## config.mk

```make
export PLATFORM = sky130hd
export DESIGN_NAME = adc_result_output_port
export DESIGN_NICKNAME = d
export VERILOG_FILES = /design/src/result_port_pkg.sv /design/src/shift_if.sv /design/src/pin_sync.sv /design/src/result_shifter.sv /design/src/adc_result_output_port.sv
export SDC_FILE = /design/constraint.sdc
export NUM_CORES = 1
export LEC_CHECK = 0
export ABC_AREA = 1
export BUFFER_PORTS_ARGS = -buffer_cell sky130_fd_sc_hd__buf_4
export CAP_MARGIN = 10
export CORE_MARGIN = 3
export CORE_UTILIZATION = 50
export CTS_CLUSTER_DIAMETER = 100
export DETAILED_ROUTE_END_ITERATION = 8
export MAX_ROUTING_LAYER = met4
export PLACE_DENSITY_LB_ADDON = 0.05
export REMOVE_ABC_BUFFERS = 1
export SYNTH_ARGS = -nofsm -noshare
export SYNTH_HDL_FRONTEND = slang
export SYNTH_HIERARCHICAL = 1
export SYNTH_SLANG_ARGS = --single-unit
```

## constraint.sdc

```tcl
create_clock -name clock -period 5.6 [get_ports clock]
set_clock_uncertainty 0.05 [all_clocks]
set_input_delay 0.28 -clock clock [delete_from_list [all_inputs] [get_ports clock]]
set_output_delay 0.28 -clock clock [all_outputs]
set_load 0.01 [all_outputs]
```

## src/result_port_pkg.sv

```systemverilog
// Shared constants and types of the converter result output port.
// Assumes a 250 MHz system clock; every user writes result_port_pkg::name.
package result_port_pkg;

  // ****************************************************************
  // Widths and frame length
  // ****************************************************************
  localparam int RESULT_W = 16;
  localparam int BYTE_W = 8;
  localparam logic [4:0] FRAME_BITS = 5'h10;
  localparam logic [15:0] RESULT_RESET = 16'h0000;
  localparam int SYNC_STAGES = 2;

  // ****************************************************************
  // Timing
  // ****************************************************************
  localparam int CLOCK_PERIOD_PS = 4000;
  // Half period of the generated master bit clock.
  localparam int MASTER_HALF_NS = 8;
  localparam int MASTER_HALF_CYCLES = (MASTER_HALF_NS * 1000) / CLOCK_PERIOD_PS;
  // Fastest external bit clock accepted in slave mode.
  localparam int SLAVE_MAX_SCLK_MHZ = 40;

  // ****************************************************************
  // Types
  // ****************************************************************
  typedef enum logic {m_idle, m_run} master_state_type;

endpackage : result_port_pkg

```

## src/shift_if.sv

```systemverilog
// Interface between the port controller and its serial shift register.
// Both ends run on the same system clock.
`timescale 1ns/1ps
interface shift_if;
  logic load;
  logic [15:0] load_data;
  logic shift;
  logic chain_bit;
  logic msb;
  logic [4:0] count;

  modport ctrl (output load, output load_data, output shift, output chain_bit,
                input msb, input count);
  modport shifter (input load, input load_data, input shift, input chain_bit,
                   output msb, output count);
endinterface : shift_if

```

## src/pin_sync.sv

```systemverilog
// Two-stage synchroniser for a vector of asynchronous pin levels.
// Assumes each bit is an independent level; no bus coherency is implied.
`timescale 1ns/1ps
module pin_sync #(
  parameter int W = 1
) (
  input wire logic clock,
  input wire logic nrst,
  input wire logic [W-1:0] async_in,
  output logic [W-1:0] sync_out
);

  logic [W-1:0] meta_q;
  logic [W-1:0] meta_d;
  logic [W-1:0] sync_q;
  logic [W-1:0] sync_d;

  // The first stage feeds only the second stage.
  always_comb begin
    meta_d = async_in;
    sync_d = meta_q;
  end

  // Register both stages.
  always_ff @(posedge clock) begin
    if (!nrst) begin
      meta_q <= '0;
      sync_q <= '0;
    end else begin
      meta_q <= meta_d;
      sync_q <= sync_d;
    end
  end

  assign sync_out = sync_q;

endmodule : pin_sync

```

## src/result_shifter.sv

```systemverilog
// Serial shift register that sends a result most significant bit first.
// Assumes the controller raises shift once per bit clock and load at result end.
`timescale 1ns/1ps
module result_shifter (
  input wire logic clock,
  input wire logic nrst,
  shift_if.shifter sif
);

  logic [15:0] data_q;
  logic [15:0] data_d;
  logic [4:0] cnt_q;
  logic [4:0] cnt_d;

  // Load restarts the frame; each shift moves one bit and pulls in the chain bit.
  always_comb begin
    data_d = data_q;
    cnt_d = cnt_q;
    if (sif.load) begin
      data_d = sif.load_data;
      cnt_d = 5'h00;
    end else if (sif.shift) begin
      // Shifting goes on past the frame so upstream chain bits pass through.
      data_d = {data_q[14:0], sif.chain_bit};
      if (cnt_q < result_port_pkg::FRAME_BITS) begin
        cnt_d = cnt_q + 5'h01;
      end
    end
  end

  // Register shift state.
  always_ff @(posedge clock) begin
    if (!nrst) begin
      data_q <= result_port_pkg::RESULT_RESET;
      cnt_q <= 5'h00;
    end else begin
      data_q <= data_d;
      cnt_q <= cnt_d;
    end
  end

  assign sif.msb = data_q[15];
  assign sif.count = cnt_q;

endmodule : result_shifter

```

## src/adc_result_output_port.sv

```systemverilog
// Result output port of a 16-bit sampling converter: parallel and serial paths.
// Assumes the conversion engine raises conv_done for one clock with conv_result
// valid, and that all pins arrive asynchronously to clock.
`timescale 1ns/1ps

// Notes on behaviour
// - Interface select low presents results on the 16-bit parallel bus.
// - Byte order low puts low byte on D[7:0], high byte on D[15:8].
// - Byte order high swaps the two bytes.
// - Interface select high shifts the result out serially, MSB first.
// - A serial result is exactly 16 bit clocks, valid on both edges.
// - Clock source low makes the device generate bit clock and frame valid.
// - Master mode can invert both generated bit clock and frame valid.
// - Master mode uses read timing to send after or during the next conversion.
// - Master read-after keeps busy high until all 16 bits are out.
// - Clock source high shifts data on the host's external bit clock.
// - Slave ignores bit clock unless chip select low; drives only when selected.
// - External clock may be continuous or gated, resting high or low.
// - Slave read-after: after busy falls, host clocks 16 bits with selects low.
// - Slave read-after accepts bit clock up to 40 MHz; host keeps under it.
// - Slave read-after uses read timing input as daisy chain input.
// - Chain input is taken on the opposite edge to the output shift.
// - Slave read-during pulses overrun if under 16 bits read at conversion end.
// - Chip select or read enable high puts the data outputs in high impedance.
// - A started conversion runs to completion; busy shows it is in progress.
// - Coding select picks two's complement or straight binary output.
module adc_result_output_port #(
  parameter int HALF_CYCLES = result_port_pkg::MASTER_HALF_CYCLES
) (
  input wire logic clock,
  input wire logic nrst,
  input wire logic convert_start_n,
  input wire logic interface_select,
  input wire logic byte_order_select,
  input wire logic clock_source_select,
  input wire logic output_coding_select,
  input wire logic master_invert_select,
  input wire logic read_timing_or_chain_input,
  input wire logic cs_n,
  input wire logic rd_n,
  input wire logic sclk_in,
  input wire logic conv_done,
  input wire logic [15:0] conv_result,
  output logic conv_start,
  output logic busy,
  output logic [15:0] data_out,
  output logic [15:0] data_oe,
  output logic serial_data_output,
  output logic serial_data_oe,
  output logic sclk_out,
  output logic sclk_oe,
  output logic frame_valid,
  output logic frame_valid_oe,
  output logic read_overrun_pulse
);

  // ****************************************************************
  // Pin synchronisation
  // ****************************************************************
  logic [9:0] pins_s;
  logic cnv_n_s, par_ser_s, swap_s, slave_s, ob_s, inv_s, rtc_s, cs_n_s, rd_n_s, sclk_s;

  pin_sync #(.W(10)) u_sync (
    .clock(clock),
    .nrst(nrst),
    .async_in({convert_start_n, interface_select, byte_order_select, clock_source_select,
               output_coding_select, master_invert_select, read_timing_or_chain_input,
               cs_n, rd_n, sclk_in}),
    .sync_out(pins_s)
  );

  assign {cnv_n_s, par_ser_s, swap_s, slave_s, ob_s,
          inv_s, rtc_s, cs_n_s, rd_n_s, sclk_s} = pins_s;

  // ****************************************************************
  // Conversion tracking and result holding
  // ****************************************************************
  logic cnv_n_prev_q, cnv_n_prev_d;
  logic conv_active_q, conv_active_d;
  logic conv_start_q, conv_start_d;
  logic [15:0] hold_q, hold_d;
  logic [15:0] coded_result;
  logic start_evt, done_evt, read_en;
  logic slave_serial, master_serial, master_go;
  logic done_dly_q, done_dly_d, after_busy_q, after_busy_d, ovr_q, ovr_d;
  logic [15:0] data_out_q, data_out_d, par_word;
  logic sclk_prev_q, sclk_prev_d, chain_q, chain_d, rose_q, rose_d;
  logic sclk_rise, sclk_fall, slave_shift, master_load, master_shift;
  result_port_pkg::master_state_type m_state_q, m_state_d;
  logic [7:0] half_q, half_d;
  logic mclk_q, mclk_d;

  // Shift register of the serial path, reached through its interface.
  shift_if sif ();
  result_shifter u_shift (
    .clock(clock),
    .nrst(nrst),
    .sif(sif)
  );

  // Either select high releases every data output; both low enable a read.
  assign read_en = !cs_n_s && !rd_n_s;
  // A start edge is taken only while idle, so a conversion is never restarted.
  assign start_evt = cnv_n_prev_q && !cnv_n_s && !busy;
  assign done_evt = conv_done && conv_active_q;
  // Coding select high keeps straight binary; low inverts the sign bit.
  assign coded_result = ob_s ? conv_result : {~conv_result[15], conv_result[14:0]};

  // Next state of conversion tracking and of the holding register.
  always_comb begin
    cnv_n_prev_d = cnv_n_s;
    conv_active_d = conv_active_q;
    conv_start_d = start_evt;
    hold_d = hold_q;
    done_dly_d = done_evt;
    if (start_evt) begin
      conv_active_d = 1'b1;
    end else if (done_evt) begin
      conv_active_d = 1'b0;
    end
    if (done_evt) begin
      hold_d = coded_result;
    end
  end

  // Register conversion state; the edge detector clears to the synchroniser's reset level.
  always_ff @(posedge clock) begin
    if (!nrst) begin
      cnv_n_prev_q <= 1'b0;
      conv_active_q <= 1'b0;
      conv_start_q <= 1'b0;
      hold_q <= result_port_pkg::RESULT_RESET;
      done_dly_q <= 1'b0;
    end else begin
      cnv_n_prev_q <= cnv_n_prev_d;
      conv_active_q <= conv_active_d;
      conv_start_q <= conv_start_d;
      hold_q <= hold_d;
      done_dly_q <= done_dly_d;
    end
  end

  assign conv_start = conv_start_q;
  // Busy covers the conversion and, in master read-after mode, the frame too.
  assign busy = conv_active_q || after_busy_q;

  // ****************************************************************
  // Parallel path
  // ****************************************************************
  // Byte order select exchanges the two bytes for an 8-bit host.
  assign par_word = swap_s ? {hold_q[7:0], hold_q[15:8]} : hold_q;
  // The parallel word follows the holding register while that path is chosen.
  always_comb begin
    data_out_d = data_out_q;
    if (!par_ser_s) begin
      data_out_d = par_word;
    end
  end
  // Register the parallel word.
  always_ff @(posedge clock) begin
    if (!nrst) begin
      data_out_q <= result_port_pkg::RESULT_RESET;
    end else begin
      data_out_q <= data_out_d;
    end
  end
  assign data_out = data_out_q;
  assign data_oe = (!par_ser_s && read_en) ? 16'hffff : 16'h0000;

  // ****************************************************************
  // Slave serial path
  // ****************************************************************
  assign slave_serial = par_ser_s && slave_s;
  assign master_serial = par_ser_s && !slave_s;
  // Bit clock edges seen through the synchroniser; 40 MHz leaves three clocks a half.
  assign sclk_rise = !sclk_prev_q && sclk_s;
  assign sclk_fall = sclk_prev_q && !sclk_s;
  // A fall shifts only after a rise, so a clock resting high loses no bit.
  assign slave_shift = slave_serial && !cs_n_s && sclk_fall && rose_q;
  // Next state of edge tracking, chain capture and the overrun flag.
  always_comb begin
    sclk_prev_d = sclk_s;
    chain_d = chain_q;
    rose_d = rose_q;
    ovr_d = done_evt && slave_serial && (sif.count != 5'h00) &&
            (sif.count < result_port_pkg::FRAME_BITS);
    if (sif.load) begin
      rose_d = 1'b0;
    end else if (slave_serial && !cs_n_s && sclk_rise) begin
      rose_d = 1'b1;
      chain_d = rtc_s;
    end else if (slave_shift) begin
      rose_d = 1'b0;
    end
  end
  // Register slave state.
  always_ff @(posedge clock) begin
    if (!nrst) begin
      sclk_prev_q <= 1'b0;
      chain_q <= 1'b0;
      rose_q <= 1'b0;
      ovr_q <= 1'b0;
    end else begin
      sclk_prev_q <= sclk_prev_d;
      chain_q <= chain_d;
      rose_q <= rose_d;
      ovr_q <= ovr_d;
    end
  end
  assign read_overrun_pulse = ovr_q;

  // ****************************************************************
  // Master serial path
  // ****************************************************************
  // Read timing high sends the previous result during the next conversion.
  assign master_go = master_serial && (rtc_s ? start_evt : done_dly_q);
  // Next state of the master frame: half-period counter and generated bit clock.
  always_comb begin
    m_state_d = m_state_q;
    half_d = half_q;
    mclk_d = mclk_q;
    after_busy_d = after_busy_q;
    master_load = 1'b0;
    master_shift = 1'b0;
    unique case (m_state_q)
      result_port_pkg::m_idle: begin
        mclk_d = 1'b0;
        half_d = 8'h00;
        if (master_go) begin
          master_load = 1'b1;
          m_state_d = result_port_pkg::m_run;
        end
      end
      result_port_pkg::m_run: begin
        if (half_q == 8'(HALF_CYCLES - 1)) begin
          half_d = 8'h00;
          mclk_d = !mclk_q;
          if (mclk_q) begin
            master_shift = 1'b1;
            if (sif.count == result_port_pkg::FRAME_BITS - 5'h01) begin
              m_state_d = result_port_pkg::m_idle;
              after_busy_d = 1'b0;
            end
          end
        end else begin
          half_d = half_q + 8'h01;
        end
      end
    endcase
    // A result landing in read-after mode holds busy until its frame is out.
    if (done_evt && master_serial && !rtc_s) begin
      after_busy_d = 1'b1;
    end
  end
  // Register master state.
  always_ff @(posedge clock) begin
    if (!nrst) begin
      m_state_q <= result_port_pkg::m_idle;
      half_q <= 8'h00;
      mclk_q <= 1'b0;
      after_busy_q <= 1'b0;
    end else begin
      m_state_q <= m_state_d;
      half_q <= half_d;
      mclk_q <= mclk_d;
      after_busy_q <= after_busy_d;
    end
  end

  // Generated clock and frame valid, inverted together when asked.
  assign sclk_out = mclk_q ^ inv_s;
  assign sclk_oe = master_serial;
  assign frame_valid = (m_state_q == result_port_pkg::m_run) ^ inv_s;
  assign frame_valid_oe = master_serial;

  // The shifter reloads one clock after each result is latched; in master read-during mode it loads at the next conversion start.
  assign sif.load = master_load || (!master_serial && done_dly_q);
  assign sif.load_data = hold_q;
  assign sif.shift = slave_serial ? slave_shift : master_shift;
  assign sif.chain_bit = slave_serial ? chain_q : 1'b0;
  // Serial data comes straight from the shifter's top flip-flop.
  assign serial_data_output = sif.msb;
  assign serial_data_oe = par_ser_s && read_en;
endmodule : adc_result_output_port

```

==> impl_metrics.toml <==
[outcome]
status = "finished clean"

[synthesis]
synth_flop_cell = "dfxtp_1"
synth_cell_types = 36
netlist_area_sq_mm = 0.00398
synth_edf_count = 0
yosysTopAreaCell = "dfxtp_1"
syn_area_per_cell_sq_um = 7.25
synth_top_area_share = 0.462
yosys_warnings = 6
ys_top_cells_by_area = "dfxtp_1, nand2_1, inv_1, o21ai_0, a21oi_1"
ys_seq_area_frac = 0.462
ys_seq_elements = 92
synth.most_common_cell = "nand2_1"
synth_cells = 549
synthArstFlopShare = 0
synth_commonest_cells = "nand2_1, inv_1, dfxtp_1, nor2_1, o21ai_0"

[sta]
rsz0062_at_grt = "no"
fmax_ghz = 0.446
period_needed_ps = 2240
hold_violations = 0
fin_setup_tns_ps = 0
fin_hold_ws_ps = 63.6
tightest_slew_ps = 925
drv_slew = 0
finalSetupViolCount = 0
max_slew_margin = 0.382
finalCritPeriodShare = 0.400

[drt]
vias = 3257
wire_per_inst_um = 10.8
drt-total-wl_um = 7530
drtPass1Iterations = 4
drt_iter0_drc = 147
postRouteAntennaNets = 0
avgViaCountPerCell = 4.69
drc = 0

[setup_path]
crit_start = "u_sync/sync_out[8]$_SDFF_PN0_"
rr_startpoint = "u_sync/sync_out[8]$_SDFF_PN0_"
path_class = "register to register"
cp-start-kind = "register"
worstPathRequired_ps = 5840
cp.arrival_ps = 2480
critical_path_peak_fanout = 37
critPathCaptureType = "register"

[power]
p_per_area_mw_per_mm2 = 259
p_comb_frac = 0.099
p_int_uw = 894
power_switching_uw = 282
irDropWorstVdd_uv = 179
power_mw = 1.18
power.leakage_nw = 2.31
seq_power_share = 0.583
swShare = 0.240
pwr-share-clk = 0.318

[global_route]
grt_pass1_wl_um = 12900
overflow = 0
grt_max_degree = 59
grt_usage = 0.182
grt_pass1_vias = 3010
grt_antenna_before_repair = 0

[clock_network]
cts_tree = "done"
cts.sinks = 92
cts_setup_buffers = 0
cts-resized-gates = 0
cts-buffers-inserted = 9
ctsRootBufferMaster = "clkbuf_8"
clk_pin_slew_ps = 80
cts_buffer_depth = 2
cts_hold_buf = 0
clkLatencyLatePin_ps = 340
htree_levels = 3

[floorplan]
die_w_um = 95.2
die-area_sq_mm = 0.00907
row_count = 31
core_area_sq_mm = 0.00749
fp.dieH_um = 95.2
initial_core_util = 0.532
ioPinCount = 70

[hold_path]
worstHoldPathType = "input port to register"
min_from = "interface_select"

[layout]
nets = 626
final_util = 0.606
diodes = 0
area_growth_pct = 13.9
fill_cells = 707
layout-drive-gt1-share = 0.164

[placement]
gp_congestion = 0.804
dp_hpwl_um = 5200
portBuffers = 69

[flow_run]
cap_violations = 0
==> layout by cell type (no fill, tap or decap), drive strengths merged, types with 2 or more instances in the layout <==
cell and count:
nand2 124, buf 71, nand4 5, nor3 4
nor2 53, clkbuf 11, clkinv 3, inv 103
ha 3, o21ai 46, dfxtp 92, nand3 28
xor2 2, nor3b 3, a21oi 40
==> metrics by stage <==
stage,cell area (sq um),std cells,setup slack (ps)
after detailed placement,4380,682,3360
after floorplan,3730,512,1350
after global routing,4540,695,3060
final,4540,695,3360
after global placement,4380,682,3380
after CTS,4540,695,3320
==> sequential cells by signal, indices dropped and copies added (netlist names) <==
| name | count |
|---|---|
| data_out | 16 |
| hold_q | 16 |
| u_shift/data_q | 16 |
| u_sync/meta_q | 10 |
| u_sync/sync_out | 10 |
| half_q | 8 |
| u_shift/sif.count | 5 |
| after_busy_q | 1 |
| chain_q | 1 |
| cnv_n_prev_q | 1 |
| conv_active_q | 1 |
| conv_start | 1 |
| done_dly_q | 1 |
| m_state_q | 1 |
| mclk_q | 1 |
| read_overrun_pulse | 1 |
| rose_q | 1 |
| sclk_prev_q | 1 |
==> logic make-up (layout without fill, tap and decap cells) <==
logic type                 count (synthesis)  after routing  share of synthesized area
buffers and inverters                    141            188                      0.162
DFF                                       92             92                      0.462
AOI/OAI and AO/OA                         90             90                      0.120
and+or+nand+nor                          220            220                      0.239
adders and majority gates                  3              3                    0.00943
xor gates and xnor gates                   3              3                    0.00660
==> cell type report <==
cell class                 instances  area, sq um  share of cell area
sequential                        92         1840               0.406
multi-input combinational        316         1490               0.329
timing repair buffer              71          533               0.117
inverter                         104          390              0.0860
clock buffer                      11          141              0.0312
tap                               99          124              0.0273
clock inverter                     2         13.8             0.00303
==> worst paths after layout <==
check	end	slack, ps	depth (start not counted)
setup / recovery	u_shift/data_q[11]$_SDFFE_PN0P_	3360	9
hold / removal	u_sync/meta_q[8]$_SDFF_PN0_	60	3
hold reg to reg	u_sync/sync_out[2]$_SDFF_PN0_	370	2
setup reg to reg	u_shift/data_q[11]$_SDFFE_PN0P_	3360	9
==> power by group through the flow <==
stage          Clock, mW  Combinational [mW]  Sequential (mW)
2_1_floorplan          0              0.0525            0.703
3_3_place_gp           0               0.116            0.701
3_5_place_dp           0               0.117            0.701
4_1_cts            0.387               0.118            0.686
5_1_grt            0.412               0.132            0.689
6_report           0.374               0.116            0.686
==> layer usage <==
layer,vias up,track usage,wire (um)
met4,0,0.0733,107
met5,-,-,0
met2,70,0.290,3410
li1,1751,-,-
met3,10,0.0355,338
met1,1426,0.227,3680
==> critical path, stage by stage, from the launching register on <==
cell and delay [ps]:
dfxtp_1 310, buf_4 320, nand2_1 130, nand2_1 110, nand2_1 430, nor2_4 500, nand2_1 110, nand3_1 110
nand2_1 50, inv_1 60
Power figures use the tool's default switching activity.
